--- src/shared/agg_defines.svh ---
// Register map, field positions, reset values, event codes and timing constants of the aggregator.
`ifndef AGG_DEFINES_SVH
`define AGG_DEFINES_SVH

`define AGG_APB_AW 8
`define AGG_APB_DW 32
`define AGG_STAMP_W 32

`define AGG_OFF_CTRL 8'h00
`define AGG_OFF_STATUS 8'h04
`define AGG_OFF_START_CNT 8'h08
`define AGG_OFF_TRIP_CNT 8'h0C
`define AGG_OFF_CNT_CLR 8'h10
`define AGG_OFF_XSTART_ASSIGN 8'h14
`define AGG_OFF_XTRIP_ASSIGN 8'h18
`define AGG_OFF_IRQ_STATUS 8'h1C
`define AGG_OFF_IRQ_MASK 8'h20
`define AGG_OFF_TIME 8'h24

`define AGG_CTRL_FORCE_LSB 0
`define AGG_CTRL_FORCE_MSB 1
`define AGG_CTRL_REC_LSB 4
`define AGG_CTRL_REC_MSB 7
`define AGG_CTRL_RESET 32'h0000_00F0

`define AGG_STAT_COND_LSB 0
`define AGG_STAT_COND_MSB 2
`define AGG_STAT_START_BIT 4
`define AGG_STAT_TRIP_BIT 5
`define AGG_STAT_FORCE_OK_BIT 6

`define AGG_CLR_START_BIT 0
`define AGG_CLR_TRIP_BIT 1

`define AGG_EVT_START_ON 2'h0
`define AGG_EVT_START_OFF 2'h1
`define AGG_EVT_TRIP_ON 2'h2
`define AGG_EVT_TRIP_OFF 2'h3
`define AGG_N_EVT 4

`define AGG_CLK_NS 10
`define AGG_TICK_NS 1000000
`define AGG_TICK_CYCLES (`AGG_TICK_NS / `AGG_CLK_NS)

`endif

--- src/shared/agg_pkg.sv ---
// Types shared by the aggregator modules.
`include "agg_defines.svh"

package agg_pkg;
	typedef enum logic [1:0] {
		FORCE_NORMAL = 2'h0,
		FORCE_START = 2'h1,
		FORCE_TRIP = 2'h2
	} force_sel_t;

	typedef enum logic [2:0] {
		COND_NORMAL = 3'h1,
		COND_START = 3'h2,
		COND_TRIP = 3'h4
	} cond_t;

	typedef struct packed {
		logic vld;
		logic [1:0] code;
		logic [`AGG_STAMP_W-1:0] stamp;
	} event_rec_t;

	typedef struct packed {
		logic psel;
		logic penable;
		logic pwrite;
		logic [`AGG_APB_AW-1:0] paddr;
		logic [`AGG_APB_DW-1:0] pwdata;
	} apb_req_t;

	typedef struct packed {
		logic pready;
		logic [`AGG_APB_DW-1:0] prdata;
		logic pslverr;
	} apb_rsp_t;
endpackage

--- src/core/time_base.sv ---
// Millisecond time base used to stamp aggregator events.
`timescale 1ns/1ps
`default_nettype none
`include "agg_defines.svh"

module time_base #(
	parameter int unsigned TICK_CYCLES = `AGG_TICK_CYCLES
) (
	input wire logic clk, // System clock.
	input wire logic srst, // Synchronous reset, active high.
	output logic [`AGG_STAMP_W-1:0] stamp // Running time in ticks.
);
	logic [31:0] div_ff;
	logic [`AGG_STAMP_W-1:0] stamp_ff;
	wire tick = (div_ff == 32'(TICK_CYCLES - 1));

	// Divider makes a one-cycle tick enable; the stamp simply wraps when full.
	always_ff @(posedge clk) begin
		if (srst) begin
			div_ff <= 32'h0000_0000;
			stamp_ff <= '0;
		end else begin
			div_ff <= tick ? 32'h0000_0000 : div_ff + 32'h0000_0001;
			if (tick) begin
				stamp_ff <= stamp_ff + 1'b1;
			end
		end
	end

	assign stamp = stamp_ff;
endmodule // time_base
`default_nettype wire

--- src/core/event_logger.sv ---
// Edge detector that turns a level into filtered, time-stamped ON and OFF events.
`timescale 1ns/1ps
`default_nettype none
`include "agg_defines.svh"

module event_logger #(
	parameter logic [1:0] ON_CODE = `AGG_EVT_START_ON,
	parameter logic [1:0] OFF_CODE = `AGG_EVT_START_OFF
) (
	input wire logic clk, // System clock.
	input wire logic srst, // Synchronous reset, active high.
	input wire logic level, // Watched level, from a flop.
	input wire logic rec_on, // Record ON events.
	input wire logic rec_off, // Record OFF events.
	input wire logic [`AGG_STAMP_W-1:0] stamp, // Current time.
	output logic rise, // Level rose this cycle.
	output logic fall, // Level fell this cycle.
	output agg_pkg::event_rec_t evt // Recorded event, one-cycle valid.
);
	import agg_pkg::*;

	logic prev_ff;
	event_rec_t evt_ff;

	// Edges are seen against last cycle's level, which resets low to avoid a false OFF.
	assign rise = level & ~prev_ff;
	assign fall = ~level & prev_ff;

	always_ff @(posedge clk) begin
		if (srst) begin
			prev_ff <= 1'b0;
			evt_ff <= '0;
		end else begin
			prev_ff <= level;
			evt_ff.vld <= (rise & rec_on) | (fall & rec_off);
			evt_ff.code <= rise ? ON_CODE : OFF_CODE;
			evt_ff.stamp <= stamp;
		end
	end

	assign evt = evt_ff;
endmodule // event_logger
`default_nettype wire

--- src/core/common_start_trip_aggregator.sv ---
// Common start and trip aggregator with forcing, event logging, counters and an APB slave.
`timescale 1ns/1ps
`default_nettype none
`include "agg_defines.svh"

// Summary of operation
// - Common start/trip follow any activated protection function's start/trip.
// - Assigned extra start inputs also raise common start.
// - Assigned extra trip inputs also raise common trip.
// - Force selector Normal, Start or Trip overrides status; resets to Normal.
// - Force selector only takes effect while global stage forcing is permitted.
// - General settings are static and do not follow setting groups.
// - The aggregator has no blocking input; blocking is per protection function.
// - Every rise and fall of start and trip makes one of four events.
// - Each event code can be recorded or dropped on its own.
// - Start and trip counters accumulate rises and can be cleared by software.
// - Every recorded event carries a time stamp.
// - A read-only condition shows Normal, Start or Trip.
// - Common outputs go out for output control and user logic.
module common_start_trip_aggregator #(
	parameter int N_PROT = 16,
	parameter int N_EXTRA = 8,
	parameter int CNT_W = 32,
	parameter int unsigned TICK_CYCLES = `AGG_TICK_CYCLES
) (
	input wire logic clk, // System clock, 100 MHz.
	input wire logic srst, // Synchronous reset, active high.
	input wire agg_pkg::apb_req_t apb_req, // APB request from the master.
	output agg_pkg::apb_rsp_t apb_rsp, // APB response, registered.
	input wire logic [N_PROT-1:0] prot_active, // Protection function activated.
	input wire logic [N_PROT-1:0] prot_start, // Protection function start.
	input wire logic [N_PROT-1:0] prot_trip, // Protection function trip.
	input wire logic [N_EXTRA-1:0] extra_start, // Extra start signals.
	input wire logic [N_EXTRA-1:0] extra_trip, // Extra trip signals.
	input wire logic stage_force_en, // Global stage forcing permission.
	output logic agg_start, // Common start output.
	output logic agg_trip, // Common trip output.
	output agg_pkg::event_rec_t evt_start, // Common start ON/OFF event.
	output agg_pkg::event_rec_t evt_trip, // Common trip ON/OFF event.
	output logic irq // Level interrupt.
);
	import agg_pkg::*;

	// Reset image of the control word; the record field is cut from it by position.
	localparam logic [`AGG_APB_DW-1:0] CTRL_RESET = `AGG_CTRL_RESET;

	// Saturating increment keeps a counter from wrapping back to a small value.
	function automatic logic [CNT_W-1:0] sat_inc(input logic [CNT_W-1:0] v);
		sat_inc = (&v) ? v : v + 1'b1;
	endfunction

	// Byte address compare, shared by every register decode.
	function automatic logic hit(input logic [`AGG_APB_AW-1:0] a, input logic [`AGG_APB_AW-1:0] o);
		hit = (a == o);
	endfunction

	force_sel_t force_sel_ff;
	logic [`AGG_N_EVT-1:0] rec_en_ff;
	logic [N_EXTRA-1:0] xstart_assign_ff;
	logic [N_EXTRA-1:0] xtrip_assign_ff;
	logic [`AGG_N_EVT-1:0] irq_status_ff;
	logic [`AGG_N_EVT-1:0] irq_mask_ff;
	logic [CNT_W-1:0] start_cnt_ff;
	logic [CNT_W-1:0] trip_cnt_ff;
	logic agg_start_ff;
	logic agg_trip_ff;
	cond_t cond_ff;
	logic irq_ff;
	logic pready_ff;
	logic pslverr_ff;
	logic [`AGG_APB_DW-1:0] prdata_ff;
	logic [`AGG_STAMP_W-1:0] stamp;
	logic start_rise;
	logic start_fall;
	logic trip_rise;
	logic trip_fall;

	// APB decode. Every access is answered in its first access cycle.
	wire setup = apb_req.psel & ~apb_req.penable;
	wire access = apb_req.psel & apb_req.penable & pready_ff;
	wire wr_en = access & apb_req.pwrite;
	wire [`AGG_APB_AW-1:0] addr = apb_req.paddr;
	wire [`AGG_APB_DW-1:0] wdata = apb_req.pwdata;
	wire hit_ctrl = hit(addr, `AGG_OFF_CTRL);
	wire hit_status = hit(addr, `AGG_OFF_STATUS);
	wire hit_scnt = hit(addr, `AGG_OFF_START_CNT);
	wire hit_tcnt = hit(addr, `AGG_OFF_TRIP_CNT);
	wire hit_clr = hit(addr, `AGG_OFF_CNT_CLR);
	wire hit_xs = hit(addr, `AGG_OFF_XSTART_ASSIGN);
	wire hit_xt = hit(addr, `AGG_OFF_XTRIP_ASSIGN);
	wire hit_ist = hit(addr, `AGG_OFF_IRQ_STATUS);
	wire hit_imask = hit(addr, `AGG_OFF_IRQ_MASK);
	wire hit_time = hit(addr, `AGG_OFF_TIME);
	wire mapped = hit_ctrl | hit_status | hit_scnt | hit_tcnt | hit_clr | hit_xs | hit_xt
		| hit_ist | hit_imask | hit_time;

	// Forcing is only honoured while the global permission is on.
	wire force_ok = stage_force_en;
	wire force_sel_t eff_force = force_ok ? force_sel_ff : FORCE_NORMAL;

	// Plain OR of all sources; there is deliberately no blocking term here.
	wire prot_start_any = |(prot_start & prot_active);
	wire prot_trip_any = |(prot_trip & prot_active);
	wire extra_start_any = |(extra_start & xstart_assign_ff);
	wire extra_trip_any = |(extra_trip & xtrip_assign_ff);
	wire raw_start = prot_start_any | extra_start_any;
	wire raw_trip = prot_trip_any | extra_trip_any;

	// Forcing overrides every input while it is in effect.
	wire nxt_agg_start = (eff_force == FORCE_START) ? 1'b1 :
		(eff_force == FORCE_TRIP) ? 1'b0 : raw_start;
	wire nxt_agg_trip = (eff_force == FORCE_TRIP) ? 1'b1 :
		(eff_force == FORCE_START) ? 1'b0 : raw_trip;
	wire cond_t nxt_cond = nxt_agg_trip ? COND_TRIP : nxt_agg_start ? COND_START : COND_NORMAL;

	// Software strobes taken from the write that completes at this edge.
	wire clr_start = wr_en & hit_clr & wdata[`AGG_CLR_START_BIT];
	wire clr_trip = wr_en & hit_clr & wdata[`AGG_CLR_TRIP_BIT];
	wire [`AGG_N_EVT-1:0] evt_set = {trip_fall, trip_rise, start_fall, start_rise};
	wire [`AGG_N_EVT-1:0] ist_clr = (wr_en & hit_ist) ? wdata[`AGG_N_EVT-1:0] : '0;
	// Set wins over a same-cycle write-one-to-clear so no event is lost.
	wire [`AGG_N_EVT-1:0] nxt_irq_status = (irq_status_ff & ~ist_clr) | evt_set;
	wire [`AGG_N_EVT-1:0] nxt_irq_mask = (wr_en & hit_imask) ? wdata[`AGG_N_EVT-1:0] : irq_mask_ff;

	// Counters: a rise in the clearing cycle counts as the first of the new run.
	wire [CNT_W-1:0] start_base = clr_start ? '0 : start_cnt_ff;
	wire [CNT_W-1:0] trip_base = clr_trip ? '0 : trip_cnt_ff;
	wire [CNT_W-1:0] nxt_start_cnt = start_rise ? sat_inc(start_base) : start_base;
	wire [CNT_W-1:0] nxt_trip_cnt = trip_rise ? sat_inc(trip_base) : trip_base;

	// Read mux; unmapped addresses read zero and flag an error.
	logic [`AGG_APB_DW-1:0] rd_data;
	always_comb begin
		rd_data = '0;
		if (hit_ctrl) begin
			rd_data[`AGG_CTRL_FORCE_MSB:`AGG_CTRL_FORCE_LSB] = force_sel_ff;
			rd_data[`AGG_CTRL_REC_MSB:`AGG_CTRL_REC_LSB] = rec_en_ff;
		end else if (hit_status) begin
			rd_data[`AGG_STAT_COND_MSB:`AGG_STAT_COND_LSB] = cond_ff;
			rd_data[`AGG_STAT_START_BIT] = agg_start_ff;
			rd_data[`AGG_STAT_TRIP_BIT] = agg_trip_ff;
			rd_data[`AGG_STAT_FORCE_OK_BIT] = force_ok;
		end else if (hit_scnt) begin
			rd_data[CNT_W-1:0] = start_cnt_ff;
		end else if (hit_tcnt) begin
			rd_data[CNT_W-1:0] = trip_cnt_ff;
		end else if (hit_xs) begin
			rd_data[N_EXTRA-1:0] = xstart_assign_ff;
		end else if (hit_xt) begin
			rd_data[N_EXTRA-1:0] = xtrip_assign_ff;
		end else if (hit_ist) begin
			rd_data[`AGG_N_EVT-1:0] = irq_status_ff;
		end else if (hit_imask) begin
			rd_data[`AGG_N_EVT-1:0] = irq_mask_ff;
		end else if (hit_time) begin
			rd_data[`AGG_STAMP_W-1:0] = stamp;
		end
	end

	// APB handshake: the answer is built in setup and shown with pready in access.
	always_ff @(posedge clk) begin
		if (srst) begin
			pready_ff <= 1'b0;
			pslverr_ff <= 1'b0;
			prdata_ff <= '0;
		end else begin
			pready_ff <= setup;
			pslverr_ff <= setup & ~mapped;
			prdata_ff <= (setup & ~apb_req.pwrite) ? rd_data : '0;
		end
	end

	// Static configuration. No setting group input exists, so nothing can switch it.
	always_ff @(posedge clk) begin
		if (srst) begin
			force_sel_ff <= FORCE_NORMAL;
			rec_en_ff <= CTRL_RESET[`AGG_CTRL_REC_MSB:`AGG_CTRL_REC_LSB];
			xstart_assign_ff <= '0;
			xtrip_assign_ff <= '0;
		end else if (wr_en) begin
			// The selector only accepts legal codes while forcing is permitted.
			if (hit_ctrl && force_ok && wdata[`AGG_CTRL_FORCE_MSB:`AGG_CTRL_FORCE_LSB] != 2'h3) begin
				force_sel_ff <= force_sel_t'(wdata[`AGG_CTRL_FORCE_MSB:`AGG_CTRL_FORCE_LSB]);
			end
			if (hit_ctrl) begin
				rec_en_ff <= wdata[`AGG_CTRL_REC_MSB:`AGG_CTRL_REC_LSB];
			end
			if (hit_xs) begin
				xstart_assign_ff <= wdata[N_EXTRA-1:0];
			end
			if (hit_xt) begin
				xtrip_assign_ff <= wdata[N_EXTRA-1:0];
			end
		end
	end

	// Common outputs and condition are registered so downstream sees clean levels.
	always_ff @(posedge clk) begin
		if (srst) begin
			agg_start_ff <= 1'b0;
			agg_trip_ff <= 1'b0;
			cond_ff <= COND_NORMAL;
		end else begin
			agg_start_ff <= nxt_agg_start;
			agg_trip_ff <= nxt_agg_trip;
			cond_ff <= nxt_cond;
		end
	end

	// Counters, interrupt status, mask and the registered interrupt line.
	always_ff @(posedge clk) begin
		if (srst) begin
			start_cnt_ff <= '0;
			trip_cnt_ff <= '0;
			irq_status_ff <= '0;
			irq_mask_ff <= '0;
			irq_ff <= 1'b0;
		end else begin
			start_cnt_ff <= nxt_start_cnt;
			trip_cnt_ff <= nxt_trip_cnt;
			irq_status_ff <= nxt_irq_status;
			irq_mask_ff <= nxt_irq_mask;
			irq_ff <= |(nxt_irq_status & nxt_irq_mask);
		end
	end

	time_base #(.TICK_CYCLES(TICK_CYCLES)) u_time (
		.clk(clk),
		.srst(srst),
		.stamp(stamp)
	);

	// One logger per output gives the four ON/OFF codes, each with its stamp.
	event_logger #(.ON_CODE(`AGG_EVT_START_ON), .OFF_CODE(`AGG_EVT_START_OFF)) u_start_log (
		.clk(clk),
		.srst(srst),
		.level(agg_start_ff),
		.rec_on(rec_en_ff[`AGG_EVT_START_ON]),
		.rec_off(rec_en_ff[`AGG_EVT_START_OFF]),
		.stamp(stamp),
		.rise(start_rise),
		.fall(start_fall),
		.evt(evt_start)
	);

	event_logger #(.ON_CODE(`AGG_EVT_TRIP_ON), .OFF_CODE(`AGG_EVT_TRIP_OFF)) u_trip_log (
		.clk(clk),
		.srst(srst),
		.level(agg_trip_ff),
		.rec_on(rec_en_ff[`AGG_EVT_TRIP_ON]),
		.rec_off(rec_en_ff[`AGG_EVT_TRIP_OFF]),
		.stamp(stamp),
		.rise(trip_rise),
		.fall(trip_fall),
		.evt(evt_trip)
	);

	assign agg_start = agg_start_ff;
	assign agg_trip = agg_trip_ff;
	assign irq = irq_ff;
	// One assignment for the whole response keeps the port variable single-driven.
	assign apb_rsp = '{pready: pready_ff, prdata: prdata_ff, pslverr: pslverr_ff};
endmodule // common_start_trip_aggregator
`default_nettype wire

--- config.mk ---
export PLATFORM = sky130hd
export DESIGN_NAME = common_start_trip_aggregator
export DESIGN_NICKNAME = d
export VERILOG_FILES = /design/src/shared/agg_pkg.sv /design/src/core/time_base.sv /design/src/core/event_logger.sv /design/src/core/common_start_trip_aggregator.sv
export VERILOG_INCLUDE_DIRS = /design/src /design/src/shared
export SDC_FILE = /design/constraint.sdc
export NUM_CORES = 1
export LEC_CHECK = 0
export BUFFER_PORTS_ARGS = -buffer_cell sky130_fd_sc_hd__buf_4
export CORE_MARGIN = 3
export CORE_UTILIZATION = 50
export CTS_CLUSTER_DIAMETER = 50
export DETAILED_ROUTE_END_ITERATION = 6
export PLACE_DENSITY_LB_ADDON = 0.08
export SETUP_SLACK_MARGIN = 0.4
export SYNTH_ARGS = -nofsm -noshare
export SYNTH_HDL_FRONTEND = slang
export SYNTH_SLANG_ARGS = --single-unit
--- constraint.sdc ---
create_clock -name clk -period 3.41 [get_ports clk]
set_clock_uncertainty 0.05 [all_clocks]
set_input_delay 0.5115 -clock clk [delete_from_list [all_inputs] [get_ports clk]]
set_output_delay 0.5115 -clock clk [all_outputs]
set_load 0.02 [all_outputs]
# ---- Word level (Yosys, flattened, before mapping)
# Index checks and enable logic that the tools add are counted.
dict set report op_classes {
  addsub 4
  reduce_logical 19
  eq_ne 13
  n_bitwise 48
  n_mux 35
}
# op n
set ops {}
lappend ops {{32-bit 2-to-1 mux} 11}
lappend ops {{32-bit by 1-bit adder with 32-bit output (second input constant)} 4}
lappend ops {{32-bit AND reduction} 2}
lappend ops {{28-bit 2-to-1 mux} 2}
lappend ops {{24-bit 2-to-1 mux} 2}
lappend ops {{16-bit AND} 2}
lappend ops {{32-bit by 17-bit == test with 1-bit output (second input constant)} 1}
lappend ops {{8-bit by 5-bit == test with 1-bit output (second input constant)} 4}
lappend ops {{16-bit OR reduction} 2}
lappend ops {{4-bit 2-to-1 mux} 5}
lappend ops {{1-bit AND} 19}
lappend ops {{8-bit AND} 2}
lappend ops {{8-bit by 4-bit == test with 1-bit output (second input constant)} 2}
lappend ops {{8-bit by 6-bit == test with 1-bit output (second input constant)} 2}
lappend ops {{8-bit 2-to-1 mux} 2}
lappend ops {{8-bit OR reduction} 2}
lappend ops {{1-bit bitwise OR} 13}
lappend ops {{3-bit 2-to-1 mux} 3}
lappend ops {{4-bit AND} 2}
lappend ops {{8-bit by 3-bit == test with 1-bit output (second input constant)} 1}
lappend ops {{8-bit logical NOT} 1}
lappend ops {{1-bit NOT} 8}
lappend ops {{2-bit AND reduction} 4}
lappend ops {{4-bit OR reduction} 2}
lappend ops {{10 further kinds} 21}
dict set report totals {
  word_cells 146
  register_bits 238
  input_bits 110
}

# ---- Logic depth before layout (Yosys ltp)
# Gate-level depths: netlist of run 1.
dict set report depth {
  word_depth 12
  depth_mapped 13
}

# ---- Modules after synthesis
# From an unflattened synthesis of run 1, not the netlist that was laid out.
dict set report hier_totals {
  hier_cells 1365
  area_unflattened_um2 12144.1
}
# module area_each_um2 seq_area_each_um2 instances cells_each
set by_module_without_submodules {}
lappend by_module_without_submodules {common_start_trip_aggregator 7144.4 2662.6 1 850}
lappend by_module_without_submodules {time_base 3024.2 1281.2 1 358}
lappend by_module_without_submodules {{event_logger (u_start_log)} 991.0 700.7 1 79}
lappend by_module_without_submodules {{event_logger (u_trip_log)} 984.7 720.7 1 78}

# ---- Worst setup path before layout of run 1
# OpenSTA, ideal clock, no wires.
dict set report synth_timing {
  kind {input to register}
  startpoint {input apb_req[40] (netlist name)}
  endpoint {register trip_cnt_ff[4]}
  stages 12
  setup_slack_ns 0.075
  arrival_ns 3.162
  path_cell_list {and4_1 clkbuf_1 nand4_1 clkbuf_1 and2_1 ha_1 nand4_1 or4_1 nor3_4 a21oi_4 nand3_1 mux2_1}
}
dict set report synth_between {
  elab_chain_len 7
  elab_cells_between_ends 8
  classes_between {add/sub: 1; mux: 3; bitwise: 3; reduce/logical: 1}
}
# element line_no
set synth_lines {}
lappend synth_lines {{start, declared} common_start_trip_aggregator.sv:28} ;# input wire agg_pkg::apb_req_t apb_req,
lappend synth_lines {{1-bit AND (*)} common_start_trip_aggregator.sv:81} ;# wire wr_en = access & apb_req.pwrite;
lappend synth_lines {{1-bit AND (*) (2 in series)} common_start_trip_aggregator.sv:118} ;# wire clr_trip = wr_en & hit_clr & wdata[`AGG_CLR_TRIP_BIT];
lappend synth_lines {{32-bit 2-to-1 mux (*)} common_start_trip_aggregator.sv:127} ;# wire [CNT_W-1:0] trip_base = clr_trip ? '0 : trip_cnt_ff;
lappend synth_lines {{32-bit by 1-bit adder with 32-bit output / 32-bit AND reduction (equally long branches)} common_start_trip_aggregator.sv:49} ;# sat_inc = (&v) ? v : v + 1'b1;
lappend synth_lines {{32-bit 2-to-1 mux} common_start_trip_aggregator.sv:49}
lappend synth_lines {{32-bit 2-to-1 mux (*)} common_start_trip_aggregator.sv:129} ;# wire [CNT_W-1:0] nxt_trip_cnt = trip_rise ? sat_inc(trip_base) : trip_base;
lappend synth_lines {{end signal, assigned} common_start_trip_aggregator.sv:220} ;# trip_cnt_ff <= nxt_trip_cnt;
lappend synth_lines {{end, declared} common_start_trip_aggregator.sv:64} ;# logic [CNT_W-1:0] trip_cnt_ff;
# Mark *: on every way between the ends. The rest lies on a longest branch, timed or not.
# A chain may end at the register's enable or synchronous reset.

# ---- Worst setup path in the final report of run 1
dict set report layout_timing {
  startpoint {register pready_ff}
  endpoint {register start_cnt_ff[30]}
}
dict set report layout_between {
  elab_chain_len 8
  elab_cells_between_ends 9
  classes_between {add/sub: 1; mux: 3; bitwise: 4; reduce/logical: 1}
}
# element line_no
set layout_lines {}
lappend layout_lines {{start, declared} common_start_trip_aggregator.sv:69} ;# logic pready_ff;
lappend layout_lines {{start signal, assigned} common_start_trip_aggregator.sv:167} ;# pready_ff <= setup;
lappend layout_lines {{1-bit AND (*)} common_start_trip_aggregator.sv:80} ;# wire access = apb_req.psel & apb_req.penable & pready_ff;
lappend layout_lines {{1-bit AND (*)} common_start_trip_aggregator.sv:81}
lappend layout_lines {{1-bit AND (*) (2 in series)} common_start_trip_aggregator.sv:117} ;# wire clr_start = wr_en & hit_clr & wdata[`AGG_CLR_START_BIT];
lappend layout_lines {{32-bit 2-to-1 mux (*)} common_start_trip_aggregator.sv:126} ;# wire [CNT_W-1:0] start_base = clr_start ? '0 : start_cnt_ff;
lappend layout_lines {{32-bit by 1-bit adder with 32-bit output / 32-bit AND reduction (equally long branches)} common_start_trip_aggregator.sv:49}
lappend layout_lines {{32-bit 2-to-1 mux} common_start_trip_aggregator.sv:49}
lappend layout_lines {{32-bit 2-to-1 mux (*)} common_start_trip_aggregator.sv:128} ;# wire [CNT_W-1:0] nxt_start_cnt = start_rise ? sat_inc(start_base) : start_base;
lappend layout_lines {{end signal, assigned} common_start_trip_aggregator.sv:219} ;# start_cnt_ff <= nxt_start_cnt;
lappend layout_lines {{end, declared} common_start_trip_aggregator.sv:63} ;# logic [CNT_W-1:0] start_cnt_ff;
# Marks and branches as above.

==> flow_summary.toml, run 1 <==
[worst_setup_path]
path_cells = "and4_2, nand4_1, and2_1, ha_2, nand3_2, or4_4, nor4_4, buf_4, nand4_1, xor2_1, nor2_1"
crit_arrival_ns = 3.19
cp_slowest_cell = "or4_4"
r2r_start = "pready_ff$_SDFF_PP0_"
crit_fanout = 8
crit_family = "simple AND/OR/NAND/NOR gates"
timing.rr.end = "start_cnt_ff[30]$_SDFF_PP0_"
cpPeakStageDelay_ns = 0.46
required_ns = 3.77
cp_num_cells = 11
crit_end = "start_cnt_ff[30]$_SDFF_PP0_"
rrSetupSlack_ns = 0.59
path_buf_inv = 1
start_kind = "flip-flop"
crit_start = "pready_ff$_SDFF_PP0_"
path_class = "flip-flop to flip-flop"
r2r_cells = 11
cp-end-kind = "flip-flop"
cp_common_cell = "nand4_1"

[global_route]
globalRouteTotalUtil_pct = 25.58
grt_remaining_overflow = 0
grt_max_degree = 121
grt_pass1_vias = 9264
grt_pass1_wl_mm = 49.33
antenna_found_initial = 0

[floorplan]
pin_count = 217
dieArea_um2 = 23510
placement_rows = 53
core_um2 = 21150
start_util_pct = 51.30
die_x_um = 153.3
dieHeight_um = 153.3

[route]
wl_met2_mm = 14.63
wl_per_cell_um = 18.51
dr_total_vias = 9796
m1WireLength_mm = 13.40
drt-total-wl_mm = 31.21
wl_met3_mm = 2.303
firstDrtPassIters = 7
drc = 25
ant_nets = 0
top_layer = "met4"
drt_iter0_drc = 769
viasPerCell = 5.810

[yosys]
synth_top_family_by_area = "simple AND/OR/NAND/NOR gates"
synth_area_leaders = "dfxtp_1 (44%), nor2_1 (6.3%), xor2_1 (4.9%), nand2_1 (3.2%), nand3_1 (3.0%)"
post_synth.cell_area_avg_um2 = 8.874
synthFlopType = "dfxtp_1"
synth_most_common_cell = "dfxtp_1"
synth_compound_area_share_pct = 13.19
synth_fa_ha_area_share_pct = 0.4611
async_reset_ff_share_pct = 0
synth_edf_count = 0
synth_top_area_cell = "dfxtp_1"
seq_area_frac_synth_pct = 43.53
netlist_area_um2 = 10850
muxShareOfSynthArea_pct = 2.790
synth_xor_area_share_pct = 7.586
synth_common_cells = "dfxtp_1 (236), nor2_1 (183), nand2_1 (92)"
synth_cell_types = 75
synth-simple-area-share_pct = 27.13
ys_warn_count = 0
synth_fp_nets = 1337
syn_inst = 1223
synth_top_area_share_pct = 43.53
ys_ff_latch = 236

[layout]
fill_cells = 1860
syn_to_final_growth_pct = 24.00
seqCellArea_um2 = 4725
antennaDiodeCount = 0
finalNetCount = 1504
multiInputGateArea_um2 = 5618
drive_gt1_share_pct = 22.75

[power_and_ir_drop]
p_total_mw = 6.108
p_comb_share_pct = 4.8
swShare_pct = 22.56
peakVddDrop_mv = 0.3530
power_frac_clock_pct = 49.5
power_switching_mw = 1.378
p_per_area_nw_per_um2 = 453.8
p_int_mw = 4.730
p_leak_nw = 4.989
sequentialPowerShare_pct = 45.8

[timing]
tns_ns = 0
fin_crit_sh_pct = 82.82
final_hold_viol_count = 0
whs_ns = 0.1698
relSlewSlack_pct = 46.64
fin_crit_ns = 2.824
setup_ws_ns = 0.5857
setup_viol = 0
worst_slew_pin_slew_ns = 0.7942
slew_violations = 0
rsz0062_at_grt = "no"
fmax_mhz = 354.1

[place]
io_buffers = 191
gp_congestion = 0.9616
pre_cts_ws_ns = 0.2523
hpwl_mm = 23.01

[cts]
clk_pin_slew_ns = 0.06
ctsRootBufferMaster = "clkbuf_16"
cts_made_buffers = 28
cts_tree = "yes"
clk_latency_ns = 0.54
htree_num_levels = 1
cts_hold_buf = 0
cts_buffer_depth = 3
cts.sink_count = 236

[run_status]
status = "complete, but fails checks"
failed_checks = "DRC"

[job]
drv_cap = 0

[worst_hold_path]
hold_class = "input port to flip-flop"
[metrics by stage]
step | utilization (%) | std cells | cell area, um^2
global route | 63.62 | 1686 | 13460
global placement | 58.86 | 1631 | 12450
finish | 63.62 | 1686 | 13460
detailed placement | 58.86 | 1631 | 12450
CTS | 63.39 | 1682 | 13410
floorplan | - | 1223 | 10910
[tightest hold or removal path: cells and delay by family]
kind	cells	cell delay (ns)
buffers and inverters	1	0.09
and+or+nand+nor	2	0.12
[how the worst min path moves through the flow]
stage / startpoint / to / slack, ns / depth (start not counted)
2_1_floorplan: u_time.div_ff[0]$_SDFF_PP0_ / u_time.div_ff[0]$_SDFF_PP0_ / 0.38 / 1
3_3_place_gp: u_time.div_ff[0]$_SDFF_PP0_ / u_time.div_ff[0]$_SDFF_PP0_ / 0.40 / 1
3_5_place_dp: u_time.div_ff[0]$_SDFF_PP0_ / u_time.div_ff[0]$_SDFF_PP0_ / 0.40 / 1
4_1_cts: apb_req[4] / rec_en_ff[0]$_SDFFE_PP1P_ / 0.15 / 3
5_1_grt: apb_req[4] / rec_en_ff[0]$_SDFFE_PP1P_ / 0.18 / 3
6_report: apb_req[4] / rec_en_ff[0]$_SDFFE_PP1P_ / 0.17 / 3
[routing by layer]
metal	GRT usage, %	vias up
met5	0	-
met4	7.653	0
met3	4.417	64
met2	43.05	369
met1	33.83	4629
li1	-	4734
[sequential cells by signal (all words and copies together), names as in the netlist, 2 cells and up]
register          count
u_start_log.evt      34
prdata_ff            32
start_cnt_ff         32
trip_cnt_ff          32
u_time.div_ff        32
u_time.stamp         32
xstart_assign_ff      8
xtrip_assign_ff       8
irq_mask_ff           4
irq_status_ff         4
rec_en_ff             4
u_trip_log.evt        3
cond_ff               2
force_sel_ff          2
[layout make-up]
class | count | area share, %
flip-flops and latches | 236 | 35.11
repair buffers | 226 | 12.91
clock buffers | 36 | 5.959
clock inverters | 15 | 1.162
well taps | 275 | 2.557
multi-input cells | 878 | 41.74
inverters | 20 | 0.5578
[layout by cell type (no fill, tap or decap), drive strengths merged, types with 3 or more instances in the layout]
master / instances
a2111oi: 8
a211o: 4
a21o: 4
a21oi: 35
a221oi: 14
a222oi: 26
a22o: 11
a22oi: 19
a31oi: 6
and2: 15
and3: 22
and4: 17
buf: 226
clkbuf: 36
clkinv: 7
dfxtp: 236
ha: 4
inv: 24
mux2i: 28
nand2: 92
nand2b: 10
nand3: 65
nand4: 49
nor2: 184
nor2b: 36
nor3: 23
nor4: 21
nor4b: 3
o211ai: 5
o21ai: 23
o22ai: 4
o31ai: 3
or3: 14
or4: 13
or4b: 3
xnor2: 33
xor2: 61
[power groups by stage]
stage                     combinational [mW]  clock (mW)  sequential, mW
after global placement                 0.284           0            2.85
after global routing                   0.314        3.18            2.79
after floorplan                        0.129           0            2.85
after detailed placement               0.287           0            2.85
after CTS                              0.288        3.07            2.79
final                                  0.292        3.02            2.79
[cells by family (layout without fill, tap and decap cells)]
group,count (synthesis),count (layout)
adder cells (fa/ha/maj),4,4
other,1,1
AND/OR/NAND/NOR,573,573
XOR/XNOR,94,94
flip-flops,236,236
buffers and inverters,109,297
multiplexers,30,30
AO/OA/AOI/OAI,176,176
[repair_timing]
action | in CTS | in global routing
resized for setup | 0 | 4
setup buffers | 0 | 4
setup endpoints to repair | 0 | 14
hold endpoints to repair | 0 | 0
Note: power is estimated with default switching activity, not from simulation.
==> run 2, diff against run 1 <==
==> constraint.sdc (replaced) <==
create_clock -name clk -period 2.4 [get_ports clk]
set_clock_uncertainty 0.05 [all_clocks]
set_input_delay 0.36 -clock clk [delete_from_list [all_inputs] [get_ports clk]]
set_output_delay 0.36 -clock clk [all_outputs]
set_load 0.02 [all_outputs]
==> flow_summary.toml, run 2 (synthesis results as in run 1) <==
[power_and_ir_drop]
p_per_area_nw_per_um2 = 564.5
p_total_mw = 8.824
p_leak_nw = 6.174
peakVddDrop_mv = 0.5954

[layout]
finalNetCount = 1651
largest_reg_flops = 34
stdcell_count = 1833
fill_cells = 1532
antennaDiodeCount = 0
layout_common_cells = "buf_4 (338), dfxtp_1 (212), nor2_1 (180)"
final_util_pct = 73.89
final_common_cell = "buf_4"
syn_to_final_growth_pct = 44.03
drive_gt1_share_pct = 37.74

[place]
pre_cts_ws_ns = -0.3981
gp_congestion = 0.9341
dp.cells = 1740
io_buffers = 191
hpwl_mm = 24.79

[cts]
cts_tree = "yes"
clk_latency_ns = 0.54
cts_made_buffers = 27
cts.sink_count = 236
clk_pin_slew_ns = 0.06
htree_num_levels = 1
cts_buffer_depth = 3
ctsRootBufferMaster = "clkbuf_16"

[worst_setup_path]
path_class = "flip-flop to flip-flop"
crit_arrival_ns = 2.99
cp_common_cell = "nand4_1"
start_kind = "flip-flop"
crit_start = "pready_ff$_SDFF_PP0_"
r2r_start = "pready_ff$_SDFF_PP0_"
crit_fanout = 4
required_ns = 2.81
cp-end-kind = "flip-flop"
cpPeakStageDelay_ns = 0.46
cp_slowest_cell = "or4_4"
path_cells = "and4_4, nand4_1, and2_4, ha_4, nand4_1, or4_4, nor3_4, a21oi_4, buf_6, a211o_1, nand2_1"

[timing]
slew_violations = 0
fin_crit_sh_pct = 107.5
relSlewSlack_pct = 36.12
final_hold_viol_count = 0
rsz0062_at_grt = "yes"
fmax_mhz = 387.8
setup_viol = 36
whs_ns = 0.02014
setup_ws_ns = -0.1790
worst_slew_pin_slew_ns = 0.9508
fin_crit_ns = 2.579

[route]
viasPerCell = 5.773
wl_per_cell_um = 19.14
drt_iter0_drc = 733
drc = 0
drt-total-wl_mm = 35.08
firstDrtPassIters = 6
ant_nets = 0
dr_total_vias = 10581

[floorplan]
start_util_pct = 51.30
core_um2 = 21150
placement_rows = 53
die_x_um = 153.3
dieArea_um2 = 23510
dieHeight_um = 153.3
pin_count = 217

[global_route]
busiest_layer = "met2"
grt_use_met3_pct = 3.822
globalRouteTotalUtil_pct = 27.46
grt_remaining_overflow = 0
grt_pass1_wl_mm = 53.12
antenna_found_initial = 0
met2_usage_pct = 47.92
grt_max_degree = 121
grt_pass1_vias = 10039
use_met1_pct = 34.79

[worst_hold_path]
hold_class = "input port to flip-flop"
hp-start = "apb_req[7]"

[run_status]
failed_checks = "setup timing"
status = "complete, but fails checks"

[job]
drv_cap = 0
## run 2: critical path: cells and delay by family, from the launching register on
| kind | cells | cell delay (ns) |
|---|---|---|
| compound gates | 2 | 0.43 |
| fa+ha+maj | 1 | 0.14 |
| buf+inv | 1 | 0.16 |
| flops | 1 | 0.32 |
| simple gates | 7 | 1.42 |
## run 2: cell type report
type | count | area (um^2) | share of cell area, %
Multi-Input combinational cell | 878 | 6442 | 41.22
Clock buffer | 33 | 738.2 | 4.723
Clock inverter | 17 | 216.5 | 1.385
Sequential cell | 236 | 4775 | 30.55
Tap cell | 275 | 344.1 | 2.201
Timing Repair Buffer | 374 | 3040 | 19.45
Inverter | 20 | 75.07 | 0.4803
## run 2: worst paths after layout
kind	endpoint	slack [ns]	cells past startpoint
worst max-delay path	trip_cnt_ff[8]$_SDFF_PP0_	-0.18	11
worst min register to register	u_time.div_ff[0]$_SDFF_PP0_	0.40	1
worst min-delay path	rec_en_ff[3]$_SDFFE_PP1P_	0.02	3
worst max register to register	trip_cnt_ff[8]$_SDFF_PP0_	-0.18	11
## run 2: repair_timing
action | in CTS | in global routing
cloned | 0 | 2
endpoints found under the setup margin | 100 | 104
setup buffers | 13 | 28
gates resized for setup | 50 | 132
hold buffers | 0 | 0
pin swaps | 31 | 69
## run 2: layer usage
metal,share of wire (%),wire length (um),up-vias
li1,-,-,5021
met1,40,13870,5048
met2,50,17550,426
met3,6.4,2230,86
met4,4.1,1435,0
met5,0,0,-
## run 2: report_power, final
group	total [mW]	leakage, nW	internal [mW]	switching (mW)
logic	0.529	3.79	0.257	0.272
clock network	4.34	0.459	2.57	1.77
registers	3.96	1.92	3.94	0.0212
## run 2: through the flow
step / cell area (um^2) / TNS [ns]
floorplan: 11150 / -13.50
global placement: 13510 / -11.79
detailed placement: 13510 / -14.80
CTS: 14790 / -0.4301
global route: 15630 / -8.114
finish: 15630 / -2.067
==> run 3, diff against run 2 <==
--- a/config.mk
+++ b/config.mk
@@ -8,7 +8,7 @@
 export LEC_CHECK = 0
 export BUFFER_PORTS_ARGS = -buffer_cell sky130_fd_sc_hd__buf_4
 export CORE_MARGIN = 3
-export CORE_UTILIZATION = 50
+export CORE_UTILIZATION = 35
 export CTS_CLUSTER_DIAMETER = 50
 export DETAILED_ROUTE_END_ITERATION = 6
 export PLACE_DENSITY_LB_ADDON = 0.08
==> flow_summary.toml, run 3 (synthesis results as in run 1) <==
[run_status]
status = "complete, but fails checks"
failed_checks = "setup timing"

[place]
dpl-instance-area_um2 = 13700
pre_cts_ws_ns = -0.4664
hpwl_mm = 26.14
dp.cells = 1858
gp_congestion = 0.8759
io_buffers = 191

[layout]
layout_common_cells = "buf_4 (341), dfxtp_1 (214), nor2_1 (179)"
syn_to_final_growth_pct = 46.51
antennaDiodeCount = 0
drive_gt1_share_pct = 37.79
fill_cells = 2807
stdcell_count = 1967
final_area_um2 = 15900
largest_reg_flops = 34
final_common_cell = "buf_4"
finalNetCount = 1666

[timing]
fin_crit_sh_pct = 105.1
fmax_mhz = 396.3
fin_crit_ns = 2.523
final_hold_viol_count = 0
worst_slew_pin_slew_ns = 0.9372
relSlewSlack_pct = 37.04
setup_viol = 36
setup_ws_ns = -0.1231
rsz0062_at_grt = "yes"
slew_violations = 0

[cts]
clk_latency_ns = 0.56
cts_tree = "yes"
htree_num_levels = 1
cts_made_buffers = 31
cts.sink_count = 236
cts_buffer_depth = 3
clk_pin_slew_ns = 0.06
ctsRootBufferMaster = "clkbuf_16"

[global_route]
grt_pass1_vias = 10147
antenna_found_initial = 0
grt_remaining_overflow = 0
grt_pass1_wl_mm = 55.75
globalRouteTotalUtil_pct = 20.61
grt_max_degree = 121

[floorplan]
start_util_pct = 36.04
dieArea_um2 = 33160
placement_rows = 63
core_um2 = 30110
pin_count = 217
die_x_um = 182.1
dieHeight_um = 182.1

[power_and_ir_drop]
swShare_pct = 23.37
p_leak_nw = 6.253
sequentialPowerShare_pct = 43.2
power_frac_clock_pct = 51.1
p_total_mw = 9.164
peakVddDrop_mv = 0.5047
p_per_area_nw_per_um2 = 576.3
p_comb_share_pct = 5.7
power_switching_mw = 2.141
p_int_mw = 7.023

[worst_setup_path]
path_cells = "and4_4, nand4_1, and2_4, ha_4, nand4_1, or4_4, nor3_4, buf_4, buf_6, a211oi_2, a21o_1, a21oi_2"
r2r_cells = 12
cp_common_cell = "nand4_1"
crit_arrival_ns = 2.96
timing.rr.end = "trip_cnt_ff[5]$_SDFF_PP0_"
path_class = "flip-flop to flip-flop"
cp_slowest_cell = "or4_4"
cp-end-kind = "flip-flop"
r2r_start = "pready_ff$_SDFF_PP0_"
start_kind = "flip-flop"
crit_fanout = 4
required_ns = 2.84
cpPeakStageDelay_ns = 0.45
rrSetupSlack_ns = -0.12

[route]
ant_nets = 0
drc = 0
drt_iter0_drc = 777
dr_total_vias = 10369
firstDrtPassIters = 6
wl_per_cell_um = 18.20
drt-total-wl_mm = 35.81
viasPerCell = 5.271

[worst_hold_path]
min_to = "xstart_assign_ff[3]$_SDFFE_PP0P_"
hp-start = "apb_req[3]"
whs_path_depth = 3
hold_class = "input port to flip-flop"

[job]
drv_cap = 0
## run 3: changes by cell type in the layout (fill, tap and decap cells not counted), sizes merged
cell,change
buf,+8
clkinv,+6
clkbuf,+5
dlygate4sd3,+4
clkinvlp,-2
bufinv,-1
inv,-1
## run 3: worst max path at each step
stage	startpoint	endpoint	slack (ns)
floorplan	apb_req[40]	trip_cnt_ff[4]$_SDFF_PP0_	-0.52
global placement	apb_req[40]	trip_cnt_ff[19]$_SDFF_PP0_	-0.37
detailed placement	apb_req[33]	trip_cnt_ff[19]$_SDFF_PP0_	-0.47
CTS	pready_ff$_SDFF_PP0_	trip_cnt_ff[27]$_SDFF_PP0_	-0.09
global route	pready_ff$_SDFF_PP0_	start_cnt_ff[20]$_SDFF_PP0_	-0.27
finish	pready_ff$_SDFF_PP0_	trip_cnt_ff[5]$_SDFF_PP0_	-0.12
## run 3: worst max-delay path: cells and delay by family, from the launching register on
kind                       cells  cell delay [ns]
AOI/OAI and AO/OA              3             0.41
adders and majority gates      1             0.13
buffers and inverters          2             0.26
DFF                            1             0.32
and+or+nand+nor                6             1.29
## run 3: what timing repair did
item | in CTS | in global routing
cloned | 0 | 1
hold endpoints to repair | 8 | 0
endpoints found under the setup margin | 96 | 100
buffers inserted | 25 | 21
pin swaps | 42 | 43
hold buffers | 4 | 0
gates resized for setup | 77 | 92
## run 3: final cells by class
class                      count  area (um^2)  share of cell area (%)
clock buffer                  39        875.8                   5.508
multi-input combinational    878         6349                   39.93
timing repair buffer         385         3143                   19.77
inverter                      20        75.07                  0.4721
sequential                   236         4775                   30.03
clock inverter                19        195.2                   1.228
tap                          390        488.0                   3.069
## run 3: stage by stage
stage	hold slack [ns]	util [%]	setup TNS [ns]
floorplan	0.3798	-	-13.50
global placement	0.3939	45.50	-12.53
detailed placement	0.4054	45.50	-16.38
CTS	0.02828	50.93	-1.713
global route	0.03978	52.80	-8.018
finish	0.04738	52.80	-1.995
## run 3: power groups by stage
stage          Sequential, mW  Clock [mW]  Combinational, mW
6_report                 3.96        4.68              0.524
3_3_place_gp             4.05           0              0.489
2_1_floorplan            4.06           0              0.195
5_1_grt                  3.96        4.97              0.566
3_5_place_dp             4.05           0              0.493
4_1_cts                  3.96        4.80              0.518
## run 3: metal layers
layer	part of all wire [%]	track usage, %	up-vias
met5	0	0	-
met4	3.2	6.307	0
met3	6.3	3.608	68
met2	47	34.78	316
met1	43	26.98	4931
li1	-	-	5054
